==> config.mk <==
export PLATFORM = sky130hd
export DESIGN_NAME = tone_host_port
export DESIGN_NICKNAME = d
export VERILOG_FILES = /design/src/verilog/tone_port_pkg.sv /design/src/verilog/host_access_decoder.sv /design/src/verilog/burst_timer.sv /design/src/verilog/tone_host_port.sv
export SDC_FILE = /design/constraint.sdc
export NUM_CORES = 1
export LEC_CHECK = 0
export BUFFER_PORTS_ARGS = -buffer_cell sky130_fd_sc_hd__buf_4
export CAP_MARGIN = 10
export CORE_UTILIZATION = 50
export DETAILED_ROUTE_END_ITERATION = 12
export PLACE_DENSITY = 0.74
export SYNTH_ARGS = -nofsm -noshare
export SYNTH_HDL_FRONTEND = slang
export SYNTH_SLANG_ARGS = --single-unit
==> constraint.sdc <==
create_clock -name i_clk_sys -period 2.63 [get_ports i_clk_sys]
set_input_delay 0.1315 -clock i_clk_sys [delete_from_list [all_inputs] [get_ports i_clk_sys]]
set_output_delay 0.1315 -clock i_clk_sys [all_outputs]
set_load 0.005 [all_outputs]
==> src/verilog/tone_port_pkg.sv <==
// Constants shared by the tone transceiver host port
`default_nettype none
package tone_port_pkg;
    // Register select values
    localparam logic SEL_DATA = 1'b0;
    localparam logic SEL_CONTROL = 1'b1;
    localparam int REG_WIDTH = 4;
    // Control A fields
    localparam int CA_TONE_OUTPUT_ENABLE = 0;
    localparam int CA_CALL_PROGRESS_SELECT = 1;
    localparam int CA_IRQ_ENABLE = 2;
    localparam int CA_SECOND_CONTROL_SELECT = 3;
    // Control B fields
    localparam int CB_BURST_ENABLE_N = 0;
    localparam int CB_RECEIVER_ENABLE_N = 1;
    localparam int CB_SINGLE_TONE = 2;
    localparam int CB_COLUMN_TONE = 3;
    // Status fields
    localparam int ST_IRQ = 0;
    localparam int ST_TX_EMPTY = 1;
    localparam int ST_RX_FULL = 2;
    localparam int ST_DELAYED_STEER = 3;
    // Reset values
    localparam logic [3:0] CONTROL_A_RESET = 4'h0;
    localparam logic [3:0] CONTROL_B_RESET = 4'h0;
    localparam logic [3:0] STATUS_RESET = 4'h0;
    localparam logic [3:0] CODE_RESET = 4'h0;
    // Burst timing
    localparam int CLK_HZ = 20_000_000;
    localparam int BURST_MS = 51;
    localparam int BURST_CYCLES = BURST_MS * (CLK_HZ / 1000);
    localparam int BURST_CNT_W = 22;
endpackage : tone_port_pkg
`default_nettype wire

==> src/verilog/host_access_decoder.sv <==
// Adaptive bus-style detection and access strobes
`default_nettype none
module host_access_decoder (
    input wire logic i_clk_sys,
    input wire logic i_rst,
    input wire logic i_cs_n,
    input wire logic i_strobe_or_read_pin,
    input wire logic i_rw_or_write_n,
    input wire logic i_register_select_line,
    input wire logic [3:0] i_data,
    output logic o_sel,
    output logic o_read_active,
    output logic o_read_done,
    output logic o_write_done,
    output logic [3:0] o_write_data
);
    import tone_port_pkg::*;

    logic cs_n_q;
    logic strobe_q;
    logic wr_n_q;
    logic strobe_style;
    logic used;
    logic cs_fall;
    logic rd_now;
    logic rd_prev;
    logic wr_now;
    logic wr_prev;

    assign cs_fall = cs_n_q && !i_cs_n;
    // Strobe style: data strobe high with direction line; else separate low strobes
    assign rd_now = !i_cs_n && (strobe_style ? (i_strobe_or_read_pin && i_rw_or_write_n) : !i_strobe_or_read_pin);
    assign wr_now = !i_cs_n && (strobe_style ? (i_strobe_or_read_pin && !i_rw_or_write_n) : !i_rw_or_write_n);
    // Direction from last cycle: a host may turn it with the strobe
    assign rd_prev = strobe_style ? (strobe_q && wr_n_q) : !strobe_q;
    assign wr_prev = strobe_style ? (strobe_q && !wr_n_q) : !wr_n_q;

    always_ff @(posedge i_clk_sys) begin
        if (i_rst) begin
            cs_n_q <= 1'b1;
            strobe_q <= 1'b1;
            wr_n_q <= 1'b1;
        end else begin
            cs_n_q <= i_cs_n;
            strobe_q <= i_strobe_or_read_pin;
            wr_n_q <= i_rw_or_write_n;
        end
    end

    // Style and select are frozen at the chip-select edge
    always_ff @(posedge i_clk_sys) begin
        if (i_rst) begin
            strobe_style <= 1'b0;
            o_sel <= SEL_DATA;
        end else if (cs_fall) begin
            strobe_style <= !i_strobe_or_read_pin; // [RULE1] [RULE2]
            o_sel <= i_register_select_line; // [RULE3]
        end
    end

    // Write data follows the bus while the strobe is active, so the value
    // present just before the trailing edge is what gets stored
    always_ff @(posedge i_clk_sys) begin
        if (i_rst) begin
            o_write_data <= CODE_RESET;
        end else if (wr_now) begin
            o_write_data <= i_data; // [RULE3]
        end
    end

    // One access per chip-select assertion; later strobes are ignored
    always_ff @(posedge i_clk_sys) begin
        if (i_rst) begin
            used <= 1'b0;
            o_read_done <= 1'b0;
            o_write_done <= 1'b0;
            o_read_active <= 1'b0;
        end else begin
            o_read_active <= rd_now && !used && !cs_fall;
            o_read_done <= 1'b0;
            o_write_done <= 1'b0;
            if (cs_fall || i_cs_n) begin
                used <= 1'b0;
            end else if (!used && rd_prev && !rd_now && !cs_n_q) begin
                used <= 1'b1;
                o_read_done <= 1'b1;
            end else if (!used && wr_prev && !wr_now && !cs_n_q) begin
                used <= 1'b1;
                o_write_done <= 1'b1;
            end
        end
    end
endmodule : host_access_decoder
`default_nettype wire

==> src/verilog/burst_timer.sv <==
// Equal burst and pause sequencer for the transmitter
`default_nettype none
module burst_timer #(
    parameter int P_BURST_CYCLES = tone_port_pkg::BURST_CYCLES
) (
    input wire logic i_clk_sys,
    input wire logic i_rst,
    input wire logic i_start,
    input wire logic i_abort,
    input wire logic i_double,
    output logic o_tone_on,
    output logic o_done
);
    import tone_port_pkg::*;

    typedef enum logic [2:0] {
        IDLE = 3'b001,
        BURST = 3'b010,
        PAUSE = 3'b100
    } burst_state_t;

    burst_state_t state;
    logic [BURST_CNT_W-1:0] count;
    logic [BURST_CNT_W-1:0] limit;
    logic last;

    // Doubled interval in call progress mode
    assign limit = i_double ? BURST_CNT_W'(2 * P_BURST_CYCLES - 1) : BURST_CNT_W'(P_BURST_CYCLES - 1);
    assign last = (count >= limit);

    always_ff @(posedge i_clk_sys) begin
        if (i_rst || i_abort) begin
            state <= IDLE;
            count <= '0;
            o_tone_on <= 1'b0;
            o_done <= 1'b0;
        end else begin
            o_done <= 1'b0;
            unique case (state)
                IDLE: begin
                    if (i_start) begin
                        state <= BURST;
                        count <= '0;
                        o_tone_on <= 1'b1;
                    end
                end
                BURST: begin
                    count <= count + 1'b1;
                    if (last) begin
                        state <= PAUSE;
                        count <= '0;
                        o_tone_on <= 1'b0;
                    end
                end
                PAUSE: begin
                    count <= count + 1'b1;
                    if (last) begin
                        state <= IDLE;
                        o_done <= 1'b1; // [RULE19]
                    end
                end
                default: begin
                    state <= IDLE;
                end
            endcase
        end
    end
endmodule : burst_timer
`default_nettype wire

==> src/verilog/tone_host_port.sv <==
// Host register port of the tone signalling transceiver
// What this block does and what it expects of the host
// [RULE1] Strobe/read pin low at chip-select fall selects data-strobe timing.
// [RULE2] Strobe/read pin high at chip-select fall selects separate read/write strobes.
// [RULE3] Select and data are latched to suit the detected bus style.
// [RULE4] Status updates without any host strobe activity.
// [RULE5] Host makes a chip-select falling edge for every access.
// [RULE6] Host makes at most one access per chip-select assertion.
// [RULE7] Select 0 writes transmit, reads receive; select 1 writes control, reads status.
// [RULE8] Receive register is read-only, holds last validated code.
// [RULE9] Transmit register is write-only, its code picks the tone pair.
// [RULE10] Control A bit 3 steers the next control write to B, then back.
// [RULE11] Host software initializes both control registers after power-up.
// [RULE12] Control A bit 0 low powers transmitter down and clears transmit code.
// [RULE13] Control A bit 1 high selects call progress, low tone-pair mode.
// [RULE14] Call progress with interrupt enabled copies received tone onto pin.
// [RULE15] No tone pairs detected while call progress is selected.
// [RULE16] Interrupt pin pulls low on validated pair or burst ready.
// [RULE17] Interrupt pin is open drain: pull low or release only.
// [RULE18] Exactly five registers are reachable.
// [RULE19] Control B bit 0 low: equal burst and pause, doubled in call progress.
// [RULE20] Control B bit 1 low enables receivers, high powers them down.
// [RULE21] Control B bit 2 picks single tone, bit 3 column or row.
// [RULE22] Status: irq, transmit empty, receive full, steering; read clears low three.
// [RULE23] After reset control writes go to control A.
`default_nettype none
module tone_host_port #(
    parameter int P_BURST_CYCLES = tone_port_pkg::BURST_CYCLES
) (
    input wire logic i_clk_sys,
    input wire logic i_rst,
    input wire logic i_cs_n,
    input wire logic i_strobe_or_read_pin,
    input wire logic i_rw_or_write_n,
    input wire logic i_register_select_line,
    input wire logic [3:0] i_data,
    output logic [3:0] o_data,
    output logic o_data_oe_n,
    input wire logic i_rx_valid,
    input wire logic [3:0] i_rx_code,
    input wire logic i_rx_absent,
    input wire logic i_call_progress_wave,
    input wire logic i_interrupt_tone_pin,
    output logic o_interrupt_tone_pin,
    output logic o_interrupt_tone_pin_oe_n,
    output logic [3:0] o_tx_code,
    output logic o_tone_active,
    output logic o_tone_output_enable,
    output logic o_single_tone,
    output logic o_column_tone,
    output logic o_receiver_enable_n
);
    import tone_port_pkg::*;

    logic sel;
    logic read_active;
    logic read_done;
    logic write_done;
    logic [3:0] write_data;
    logic [3:0] transmit_code;
    logic [3:0] receive_code;
    logic [3:0] control_a;
    logic [3:0] control_b;
    logic [3:0] transceiver_state;
    logic second_pending;
    logic tx_write;
    logic ctrl_write;
    logic burst_mode;
    logic burst_done;
    logic burst_tone;
    logic rx_accept;
    logic status_read;
    logic tone_pin_unused;
    logic irq_flag;
    logic tx_empty_flag;
    logic rx_full_flag;
    logic steer_flag;

    // Pin level is not needed: the pin is only ever pulled low here
    assign tone_pin_unused = i_interrupt_tone_pin;

    host_access_decoder u_access (
        .i_clk_sys(i_clk_sys),
        .i_rst(i_rst),
        .i_cs_n(i_cs_n),
        .i_strobe_or_read_pin(i_strobe_or_read_pin),
        .i_rw_or_write_n(i_rw_or_write_n),
        .i_register_select_line(i_register_select_line),
        .i_data(i_data),
        .o_sel(sel),
        .o_read_active(read_active),
        .o_read_done(read_done),
        .o_write_done(write_done),
        .o_write_data(write_data)
    );

    assign tx_write = write_done && (sel == SEL_DATA); // [RULE7] [RULE9]
    assign ctrl_write = write_done && (sel == SEL_CONTROL); // [RULE7]
    assign status_read = read_done && (sel == SEL_CONTROL); // [RULE22]
    assign burst_mode = !control_b[CB_BURST_ENABLE_N]; // [RULE19]
    // Receivers are blind in call progress mode or when powered down
    assign rx_accept = i_rx_valid && !control_a[CA_CALL_PROGRESS_SELECT]
        && !control_b[CB_RECEIVER_ENABLE_N]; // [RULE15] [RULE20]

    burst_timer #(
        .P_BURST_CYCLES(P_BURST_CYCLES)
    ) u_burst (
        .i_clk_sys(i_clk_sys),
        .i_rst(i_rst),
        .i_start(tx_write && burst_mode && control_a[CA_TONE_OUTPUT_ENABLE]),
        .i_abort(!burst_mode || !control_a[CA_TONE_OUTPUT_ENABLE]),
        .i_double(control_a[CA_CALL_PROGRESS_SELECT]),
        .o_tone_on(burst_tone),
        .o_done(burst_done)
    );

    // Control registers share one address through a write pointer
    always_ff @(posedge i_clk_sys) begin
        if (i_rst) begin
            second_pending <= 1'b0; // [RULE23]
        end else if (ctrl_write) begin
            if (second_pending) begin
                second_pending <= 1'b0; // [RULE10]
            end else begin
                second_pending <= write_data[CA_SECOND_CONTROL_SELECT]; // [RULE10]
            end
        end
    end

    // Control A takes every write unless the pointer is set
    always_ff @(posedge i_clk_sys) begin
        if (i_rst) begin
            control_a <= CONTROL_A_RESET;
        end else if (ctrl_write && !second_pending) begin
            control_a <= write_data; // [RULE10]
        end
    end

    // Control B is reachable only through the pointer
    always_ff @(posedge i_clk_sys) begin
        if (i_rst) begin
            control_b <= CONTROL_B_RESET;
        end else if (ctrl_write && second_pending) begin
            control_b <= write_data; // [RULE10]
        end
    end

    // Transmit code is cleared while the transmitter is powered down
    always_ff @(posedge i_clk_sys) begin
        if (i_rst) begin
            transmit_code <= CODE_RESET;
        end else if (!control_a[CA_TONE_OUTPUT_ENABLE]) begin
            transmit_code <= CODE_RESET; // [RULE12]
        end else if (tx_write) begin
            transmit_code <= write_data; // [RULE9]
        end
    end

    // Receive code holds until the next accepted pair
    always_ff @(posedge i_clk_sys) begin
        if (i_rst) begin
            receive_code <= CODE_RESET;
        end else if (rx_accept) begin
            receive_code <= i_rx_code; // [RULE8]
        end
    end

    // Status bits are set by receiver and timer events alone
    always_comb begin
        transceiver_state = STATUS_RESET;
        transceiver_state[ST_IRQ] = irq_flag;
        transceiver_state[ST_TX_EMPTY] = tx_empty_flag;
        transceiver_state[ST_RX_FULL] = rx_full_flag;
        transceiver_state[ST_DELAYED_STEER] = steer_flag;
    end

    // An event in the cycle of a clearing read survives
    always_ff @(posedge i_clk_sys) begin
        if (i_rst) begin
            irq_flag <= STATUS_RESET[ST_IRQ];
        end else if (rx_accept || (burst_done && burst_mode)) begin
            irq_flag <= 1'b1; // [RULE22]
        end else if (status_read) begin
            irq_flag <= 1'b0; // [RULE22]
        end
    end

    // Transmit empty has meaning in burst mode only
    always_ff @(posedge i_clk_sys) begin
        if (i_rst) begin
            tx_empty_flag <= STATUS_RESET[ST_TX_EMPTY];
        end else if (!burst_mode) begin
            tx_empty_flag <= 1'b0; // [RULE22]
        end else if (burst_done) begin
            tx_empty_flag <= 1'b1; // [RULE4] [RULE19]
        end else if (status_read) begin
            tx_empty_flag <= 1'b0;
        end
    end

    always_ff @(posedge i_clk_sys) begin
        if (i_rst) begin
            rx_full_flag <= STATUS_RESET[ST_RX_FULL];
        end else if (rx_accept) begin
            rx_full_flag <= 1'b1; // [RULE4]
        end else if (status_read) begin
            rx_full_flag <= 1'b0; // [RULE22]
        end
    end

    // Delayed steering survives a status read
    always_ff @(posedge i_clk_sys) begin
        if (i_rst) begin
            steer_flag <= STATUS_RESET[ST_DELAYED_STEER];
        end else if (rx_accept) begin
            steer_flag <= 1'b0;
        end else if (i_rx_absent && !control_b[CB_RECEIVER_ENABLE_N]) begin
            steer_flag <= 1'b1; // [RULE4]
        end
    end

    // Read data is driven while a read strobe is active, two cycles behind the strobe at both its start and its end
    always_ff @(posedge i_clk_sys) begin
        if (i_rst) begin
            o_data_oe_n <= 1'b1;
        end else begin
            o_data_oe_n <= !read_active;
        end
    end

    // Data tracks the select, so it is settled before the enable drops
    always_ff @(posedge i_clk_sys) begin
        if (i_rst) begin
            o_data <= CODE_RESET;
        end else begin
            o_data <= (sel == SEL_DATA) ? receive_code : transceiver_state; // [RULE7] [RULE18]
        end
    end

    // Open drain: output level is always low, only the enable moves
    always_ff @(posedge i_clk_sys) begin
        if (i_rst) begin
            o_interrupt_tone_pin <= 1'b0;
        end else begin
            o_interrupt_tone_pin <= 1'b0; // [RULE17]
        end
    end

    // Released pin is pulled high outside, so a high wave releases it
    always_ff @(posedge i_clk_sys) begin
        if (i_rst) begin
            o_interrupt_tone_pin_oe_n <= 1'b1;
        end else if (!control_a[CA_IRQ_ENABLE]) begin
            o_interrupt_tone_pin_oe_n <= 1'b1;
        end else if (control_a[CA_CALL_PROGRESS_SELECT]) begin
            o_interrupt_tone_pin_oe_n <= i_call_progress_wave; // [RULE14]
        end else begin
            o_interrupt_tone_pin_oe_n <= !irq_flag; // [RULE16]
        end
    end

    // Transmitter control outputs
    always_ff @(posedge i_clk_sys) begin
        if (i_rst) begin
            o_tx_code <= CODE_RESET;
            o_tone_output_enable <= 1'b0;
        end else begin
            o_tx_code <= transmit_code;
            o_tone_output_enable <= control_a[CA_TONE_OUTPUT_ENABLE]; // [RULE12]
        end
    end

    // Call progress mode sends tone in bursts only
    always_ff @(posedge i_clk_sys) begin
        if (i_rst) begin
            o_tone_active <= 1'b0;
        end else if (control_a[CA_CALL_PROGRESS_SELECT]) begin
            o_tone_active <= control_a[CA_TONE_OUTPUT_ENABLE] && burst_mode && burst_tone; // [RULE13]
        end else begin
            o_tone_active <= control_a[CA_TONE_OUTPUT_ENABLE] && (burst_mode ? burst_tone : 1'b1); // [RULE19]
        end
    end

    // Tone shape follows control B
    always_ff @(posedge i_clk_sys) begin
        if (i_rst) begin
            o_single_tone <= 1'b0;
            o_column_tone <= 1'b0;
        end else begin
            o_single_tone <= control_b[CB_SINGLE_TONE]; // [RULE21]
            o_column_tone <= control_b[CB_COLUMN_TONE]; // [RULE21]
        end
    end

    // Receiver power
    always_ff @(posedge i_clk_sys) begin
        if (i_rst) begin
            o_receiver_enable_n <= 1'b0;
        end else begin
            o_receiver_enable_n <= control_b[CB_RECEIVER_ENABLE_N]; // [RULE20]
        end
    end
endmodule : tone_host_port
`default_nettype wire

After elaboration in Yosys (flattened, before gate mapping)
Index checks and enable logic that the tools add are counted.
Word-level totals
  flip-flop bits (word level): 75
  logic and storage cells: 139
Operators by class
  add/subtract/negate cells: 1
  magnitude comparators: 1
  eq/ne operators: 6
  mux-type cells: 29
  bitwise logic cells: 4
  reductions and logical operators: 66
Operators with widths (number)
  $pmux W22 S3: 1
  $mux W22: 2
  $logic_and A1 B1 Y1: 29
  $add A22 B1 Y22 const B: 1
  $ge A22 B22 Y1: 1
  $mux W21: 1
  $mux W1: 19
  $logic_not A1 Y1: 17
  $reduce_or A2 Y1: 6
  $reduce_bool A2 Y1: 5
  $mux W3: 3
  $pmux W3 S3: 1
  $ne A2 B1 Y1 const B: 3
  $reduce_and A3 Y1: 2
  $logic_or A1 B1 Y1: 4
  $mux W4: 1
  $not A1 Y1: 4
  $eq A3 B1 Y1 const B: 1
  $eq A3 B2 Y1 const B: 1
  $eq A3 B3 Y1 const B: 1
  $reduce_bool A3 Y1: 1
  $reduce_or A3 Y1: 1
  $pmux W1 S2: 1
  $reduce_and A2 Y1: 1

Longest topological paths before layout
Gate-level depths: netlist of the first run.
  word-level depth: 9
  depth in mapped cells: 8

Cells and area by module
Synthesis of the first run repeated with hierarchy kept, for this count alone.
Second synthesis, totals
  cell total of the unflattened synthesis: 330
  area total of the unflattened synthesis: 3213.1 sq um
Modules (own cells, without submodules)
  burst_timer: times used 1, cells an instance 162, area an instance 1497.7 sq um
  tone_host_port: times used 1, cells an instance 117, area an instance 1203.7 sq um
  host_access_decoder: times used 1, cells an instance 51, area an instance 511.7 sq um

Worst setup path after synthesis of the first run
No wires, ideal clock.
  kind: register to register
  start point: register control_a[1]
  end point: register u_burst.count[0]
  data arrival time: 1.930 ns
  data required time: 2.560 ns
  slack: 0.630 ns
  stages on the path, launching flop included: 9
  path buffers: 1
  clock period less this slack: 2.000 ns
  cell sequence: dfxtp_1 > inv_1 > ha_1 > a211oi_1 > and3_1 > o21ai_0 > a211o_1 > clkbuf_1 > a21oi_1
On the way
  word-level cells in the longest chain between the ends: 4
Ends and longest elaborated chain
  from (decl): line tone_host_port.sv:62  | logic [3:0] control_a;
  from (signal assigned): line tone_host_port.sv:135  | control_a <= write_data;
  $mux W21: line burst_timer.sv:28  | assign limit = i_double ? BURST_CNT_W'(2 * P_BURST_CYCLES - 1) : BURST_CNT_W'(P_BURST_CYCLES - 1);
  $ge A22 B22 Y1: line burst_timer.sv:29  | assign last = (count >= limit);
  $mux W22: line burst_timer.sv:49  | if (last) begin
  $pmux W22 S3: line burst_timer.sv:39  | unique case (state)
  to (signal assigned): line burst_timer.sv:48  | count <= count + 1'b1;
  to (signal assigned): line burst_timer.sv:56  | count <= count + 1'b1;
  to (decl): line burst_timer.sv:23  | logic [BURST_CNT_W-1:0] count;
No other way between the ends.
A chain may end at the register's enable or synchronous reset.

Worst setup path after layout of the first run
  start point: register u_burst.count[2]
  end point: register u_burst.count[20]
On the way
  word-level cells in the longest chain between the ends: 3
  elaborated cells between the ends (all ways): 4
  those cells by class: add/sub (1); order compare (1); mux (2)
Ends and longest elaborated chain (line)
  $add A22 B1 Y22 / $ge A22 B22 Y1 (equally long branches): burst_timer.sv:48, burst_timer.sv:56, burst_timer.sv:29
  $mux W22: burst_timer.sv:49
  $pmux W22 S3 (*): burst_timer.sv:39
Every way passes the cells marked *; elsewhere a longest branch is shown, timed or not.

==> results of run 1 <==
cells by family after synthesis:
| kind of cell | Yosys count | share of synthesized area |
|---|---|---|
| buffers and inverters | 28 | 0.0401 |
| flip-flops | 75 | 0.462 |
| AND/OR/NAND/NOR | 107 | 0.175 |
| AO/OA/AOI/OAI | 81 | 0.168 |
| other | 1 | 0.00115 |
| adder cells (fa/ha/maj) | 8 | 0.0308 |
| XOR/XNOR | 19 | 0.0513 |
| multiplexers | 23 | 0.0709 |
where the power goes:
| group | internal (W) | total [W] | switching [W] | leakage, nW |
|---|---|---|---|---|
| Sequential | 0.00115 | 0.00117 | 0.0000132 | 0.608 |
| Combinational | 0.0000479 | 0.0000864 | 0.0000385 | 0.762 |
| Clock | 0.000440 | 0.000869 | 0.000429 | 0.100 |
| Total | 0.00164 | 0.00212 | 0.000481 | 1.47 |
registers in the layout, summed over array words and instances, names as in the netlist, 3 cells and up:
register and cells:
u_access.o_write_data 4, o_data 4, u_burst.count 22, receive_code 4, o_tx_code 4, u_burst.state 3, transmit_code 4, control_b 4
control_a 3
stage by stage:
stage	std cells	total power, W	area (µm²)
2_1_floorplan	342	0.00124	3250
3_3_place_gp	440	0.00127	3560
3_5_place_dp	440	0.00127	3560
4_1_cts	461	0.00214	3800
5_1_grt	461	0.00221	3800
6_report	461	0.00212	3800
repair_timing:
| action | in CTS | in global routing |
|---|---|---|
| hold endpoints to repair | 6 | 0 |
| gates resized for setup | 0 | 0 |
| hold buffers | 5 | 0 |
synth_stat cells (all sizes together), types with 2 or more instances:
library cell  instances  share of area
dfxtp                75           0.46
and2                  2         0.0039
o31ai                 2         0.0046
buf                   7          0.016
ha                    8          0.031
and4                  2         0.0054
o21a                  4         0.0092
nand2b                5          0.012
nand3                 9          0.014
or2                   3         0.0058
nor2                 36          0.042
a2111oi               2         0.0073
a211o                 2         0.0054
inv                   9          0.010
nor2b                 9          0.017
clkbuf               12          0.014
a211oi                8          0.018
o2111ai              11          0.030
o211ai                4          0.011
mux2i                23          0.071
o21ai                10          0.017
and3                  6          0.012
nor3                  5         0.0077
xor2                 15          0.040
a21oi                31          0.048
a22oi                 2         0.0046
nor4                  4          0.012
xnor2                 4          0.011
or4                   2         0.0058
nand2                17          0.020
routing by layer:
layer	vias to the layer above	GRT usage
li1	1309	-
met1	1222	0.295
met2	46	0.307
met3	8	0.0637
met4	0	0.0724
met5	-	0
worst max-delay path, cell delays in order (launching register included):
cell	delay, ps
dfxtp_1	400
nand3_1	200
nor4_1	590
o211ai_2	220
or4_1	500
a22oi_1	170
layout make-up:
type,instances,area share
sequential,75,0.395
multi-input combinational,239,0.425
tap,75,0.0247
clock inverter,6,0.0174
clock buffer,10,0.0336
inverter,9,0.00888
timing repair buffer,47,0.0961
path summary, 6_finish.rpt:
path	cells past startpoint	to	slack, ps	from
worst max-delay path	5	u_burst.count[20]$_SDFFE_PP0P_	470	u_burst.count[2]$_SDFFE_PP0P_
worst min-delay path	3	u_access.o_write_data[3]$_SDFFE_PP0P_	8	i_data[3]
worst max register to register	5	u_burst.count[20]$_SDFFE_PP0P_	470	u_burst.count[2]$_SDFFE_PP0P_
worst min register to register	1	o_data_oe_n$_SDFF_PP1_	380	u_access.o_read_active$_SDFF_PP0_
==> out/metrics.csv, run 1 <==
stage,metric,value,unit
die,die area,0.00682,mm²
timing,Fin. Hold Viols,0,
finish,layout cells sized above 1,0.176,
timing,"Slew Viols, Final",0,
timing,f_max,462,MHz
worst_setup_path,Crit path required time,2900,ps
worst_setup_path,CP Launch Type,flip-flop,
timing,final setup vio count,0,
die,Die Ht,82.6,µm
worst_setup_path,Setup crit end kind,flip-flop,
synth,Post-synth ARST share,0,
place,GPL Wtd Cong,0.855,
timing,Final min period,2160,ps
worst_setup_path,crit-path max FO,5,
synth,Ys Warns,0,
drt,Post-Route WL,6.40,mm
timing,setup TNS,0,ps
global_route,GR Overflow Total,0,
global_route,vias in the first global route,2290,
timing,Tcrit/Tclk final,0.822,
synth,"Distinct cells, synth",52,
place,DP Worst Slack,491,ps
finish,Fillers,534,
power_and_ir_drop,pwr dens,558,mW/mm²
synth,"Seq/Total Area, Yosys",0.462,
clocking,Max clock buf depth,2,
clocking,"Clk pin slew, worst setup/hold paths",80,ps
finish,final net count,407,
finish,register area,0.00150,mm²
drt,DR vias,2585,
synth,Mean Syn Cell Area,9.49,µm²
finish,Layout area overhead,17.1,%
drt,met3 routed WL,265,µm
die,Die X,82.6,µm
drt,DRC viols,0,
power_and_ir_drop,peak supply drop,414,µV
place,number of port buffers,31,
synth,"Primary FF master, synth",dfxtp_1,
die,Floorplan Core Area,0.00610,mm²
drt,DR WL met2,2.80,mm
clocking,Root Driver,clkbuf_8,
finish,"commonest non-fill, non-tap cell in the layout",dfxtp_1,
synth,Seq cells post-synth,75,
clocking,total CTS buffers,9,
place,Final HPWL DP,4.41,mm
timing,Final WS setup,468,ps
timing,RSZ-0062 raised after global routing,false,
synth,Post-Syn Nets,368,
global_route,initial antenna violation count,0,
drt,wire length per cell,13.9,µm
flow_run,Max Cap Violations,0,
drt,DRT antenna net count,0,
clocking,TritonCTS clock tree,built,
finish,area occupied by multi-input gates,0.00162,mm²
drt,Via density,5.61,
synth,Post-Syn Area,0.00325,mm²
drt,Top Metal Used,met4,
die,IO Pins,34,
worst_hold_path,Worst Hold Class,in -> reg,
finish,"commonest cells after routing, fill and taps aside","dfxtp_1 (75), buf_4 (42), nor2_1 (36)",
synth,Post-synth EDFFs,0,
timing,relative slew slack,0.597,
drt,Pre-antenna DRT Iters,4,
global_route,Tot GR Track Use,0.211,
clocking,"Clk Latency, worst-skew pair",360,ps
drt,wl on met1,3.24,mm
die,Starting Density,0.533,
die,Row Count,28,
clocking,CTS sink cnt,75,
clocking,CTS H-Tree Depth,3,
finish,antenna fix cells,0,
synth,Syn Inst Count,342,
worst_setup_path,crit path DAT,2440,ps
power_and_ir_drop,Leak,1.47,nW
worst_setup_path,critical path class,reg -> reg,
drt,Starting DRT DRC Count,138,
global_route,largest net degree at the start of global routing,39,
timing,post-route clock skew,12.0,ps
timing,Tightest Pin Transition,598,ps
outcome,status,finished clean,
finish,Final Util,0.624,
clocking,post-CTS setup buffer count,0,
timing,WHS,7.52,ps
global_route,first-pass GRT wire length,10.8,mm
Note: power is estimated with default switching activity, not from simulation.
==> run 2, diff against run 1 <==
- PLACE_DENSITY: 0.74 -> 0.77
- clock period: 2.63 -> 1.97 ns (I/O delays scaled with it)
==> run 2 against run 1 <==
- the run now ends with negative setup slack left
- global-route usage is 1.3 points higher
- wire length is 23% higher
- setup slack worse by 500 ps
- sequential power is 33% higher
- first-iteration DRC count is 67% higher
- die area stayed put
- clock power is 63% higher
- cell area is 12% higher
- core utilization is 7.4 points higher
- largest cell class unchanged
- largest power group unchanged
==> out/metrics.csv, run 2 (same netlist as run 1, synthesis figures left out) <==
stage,metric,value,unit,change
worst_setup_path,Setup crit end kind,flip-flop,,unchanged
worst_setup_path,Crit path required time,2250,ps,was 2900 ps
worst_setup_path,family with the most delay on the worst path,compound AO/OA/AOI/OAI gates,,was simple AND/OR/NAND/NOR gates
finish,Final Cell Area,0.00425,mm²,was 0.00380 mm²
finish,"commonest cells after routing, fill and taps aside","dfxtp_1 (69), buf_4 (57), nor2_1 (36)",,"was dfxtp_1 (75), buf_4 (42), nor2_1 (36)"
timing,f_max,499,MHz,was 462 MHz
global_route,largest net degree at the start of global routing,38,,was 39
drt,Post-Route WL,7.90,mm,was 6.40 mm
die,Row Count,28,,unchanged
clocking,CTS sink cnt,75,,unchanged
timing,WHS,55.5,ps,was 7.52 ps
worst_setup_path,worst-path cell chain,inv_2 > ha_1 > o21a_1 > o211ai_1 > nor3_2 > a211o_4 > clkbuf_16 > a21oi_2,,was nand3_1 > nor4_1 > o211ai_2 > or4_1 > a22oi_1
finish,area occupied by multi-input gates,0.00172,mm²,was 0.00162 mm²
power_and_ir_drop,Leak,1.66,nW,was 1.47 nW
finish,layout cells sized above 1,0.280,,was 0.176
clocking,total CTS buffers,9,,unchanged
finish,register area,0.00151,mm²,was 0.00150 mm²
finish,antenna fix cells,0,,unchanged
timing,post-route clock skew,7.49,ps,was 12.0 ps
drt,Pre-antenna DRT Iters,4,,unchanged
clocking,"Clk pin slew, worst setup/hold paths",80,ps,about the same
outcome,status,"finished, violations left",,was finished clean
global_route,GR Overflow Total,0,,unchanged
clocking,Root Driver,clkbuf_8,,unchanged
clocking,"Clk Latency, worst-skew pair",340,ps,was 360 ps
worst_setup_path,CP max-delay cell,a211o_4,,was nor4_1
worst_setup_path,critical path class,reg -> reg,,unchanged
drt,DRT antenna net count,0,,unchanged
drt,DRC viols,0,,unchanged
die,Die X,82.6,µm,unchanged
worst_setup_path,crit-path max FO,8,,was 5
global_route,initial antenna violation count,0,,unchanged
clocking,TritonCTS clock tree,built,,unchanged
finish,Reg with most FFs,u_burst.count,,unchanged
timing,Final min period,2010,ps,was 2160 ps
finish,"commonest non-fill, non-tap cell in the layout",dfxtp_1,,unchanged
drt,DR vias,2796,,was 2585
place,GPL Wtd Cong,0.866,,was 0.855
finish,final net count,436,,was 407
die,Starting Density,0.533,,unchanged
worst_setup_path,crit path DAT,2280,ps,was 2440 ps
timing,Final WS setup,-35.6,ps,was 468 ps
timing,Fin. Hold Viols,0,,unchanged
die,Floorplan Core Area,0.00610,mm²,unchanged
worst_setup_path,CP Launch Type,flip-flop,,unchanged
place,Final HPWL DP,4.52,mm,was 4.41 mm
power_and_ir_drop,peak supply drop,483,µV,was 414 µV
clocking,Max clock buf depth,2,,unchanged
timing,Tightest Pin Transition,605,ps,was 598 ps
global_route,Tot GR Track Use,0.224,,was 0.211
worst_setup_path,CP peak stage delay,400,ps,was 590 ps
worst_hold_path,Worst Hold Class,in -> reg,,unchanged
timing,final setup vio count,9,,was 0
outcome,failing checks,negative setup slack,,
timing,Tcrit/Tclk final,1.02,,was 0.822
worst_setup_path,Worst Path Buf+Inv,2,,was 0
global_route,first-pass GRT wire length,11.6,mm,was 10.8 mm
place,placed cell area,0.00367,mm²,was 0.00356 mm²
power_and_ir_drop,Pwr Total,0.00311,W,was 0.00212 W
die,die area,0.00682,mm²,unchanged
finish,Final Util,0.698,,was 0.624
timing,RSZ-0062 raised after global routing,true,,was false
finish,Layout area overhead,31.0,%,was 17.1%
finish,Fillers,429,,was 534
drt,wire length per cell,16.2,µm,was 13.9 µm
timing,relative slew slack,0.586,,was 0.597
die,Die Ht,82.6,µm,unchanged
global_route,vias in the first global route,2519,,was 2290
drt,Via density,5.72,,was 5.61
timing,"Slew Viols, Final",0,,unchanged
flow_run,Max Cap Violations,0,,unchanged
place,number of port buffers,31,,unchanged
die,IO Pins,34,,unchanged
clocking,CTS H-Tree Depth,3,,unchanged
drt,Starting DRT DRC Count,230,,was 138
finish,max reg flops,22,,unchanged
power_and_ir_drop,pwr dens,731,mW/mm²,was 558 mW/mm²
## run 2: cell types whose count changed in the layout (fill, tap and decap cells not counted), moves of 3 or more
cell,change
a21oi_1,-11
a21oi_2,+11
buf_4,+15
buf_6,+3
clkinv_4,-3
dfxtp_1,-6
dfxtp_2,+5
dlygate4sd3_1,+8
## run 2: worst min-delay path, cell delays in order
cell and delay (ps):
buf_4 80, a21oi_1 50, nor3_1 120
## run 2: through the flow
stage / setup TNS [ps] / cells / setup slack, ps
3_5_place_dp: 0 / 454 / 37.4
5_1_grt: -637 / 489 / -60.4
2_1_floorplan: 0 / 342 / 32.8
4_1_cts: -8.11 / 483 / -8.11
6_report: -101 / 489 / -35.6
3_3_place_gp: 0 / 454 / 86.8
## run 2: power by group
part	internal, W	switching, W
sequential	0.00154	0.0000182
combinational	0.0000756	0.0000571
clock	0.000841	0.000581
## run 2: worst paths after layout
| kind | startpoint | to | slack (ps) | depth (start not counted) |
|---|---|---|---|---|
| worst min-delay path | i_rx_absent | steer_flag$_SDFFE_PP0P_ | 60 | 3 |
| worst max register to register | control_a[1]$_SDFFE_PP0P_ | u_burst.count[16]$_SDFFE_PP0P_ | -40 | 8 |
| worst max-delay path | control_a[1]$_SDFFE_PP0P_ | u_burst.count[16]$_SDFFE_PP0P_ | -40 | 8 |
| worst min register to register | u_access.o_read_active$_SDFF_PP0_ | o_data_oe_n$_SDFF_PP1_ | 370 | 1 |
## run 2: metal layers
metal,track usage,vias to the layer above,wire (µm)
li1,-,1366,-
met3,0.0571,23,442
met2,0.345,99,3660
met4,0.114,0,235
met5,0,-,0
met1,0.290,1308,3560
## run 2: cell type report
class,instances,share of cell area
multi-input combinational,239,0.405
sequential,75,0.355
timing repair buffer,76,0.154
clock buffer,9,0.0291
clock inverter,6,0.0265
tap,75,0.0221
inverter,9,0.00794
## run 2: repair_timing
item | in CTS | in global routing
setup buffers | 1 | 4
endpoints found under the setup margin | 18 | 23
cloned | 0 | 2
pin swaps | 3 | 11
hold buffers | 13 | 0
resized for setup | 3 | 31
hold endpoints to repair | 14 | 0
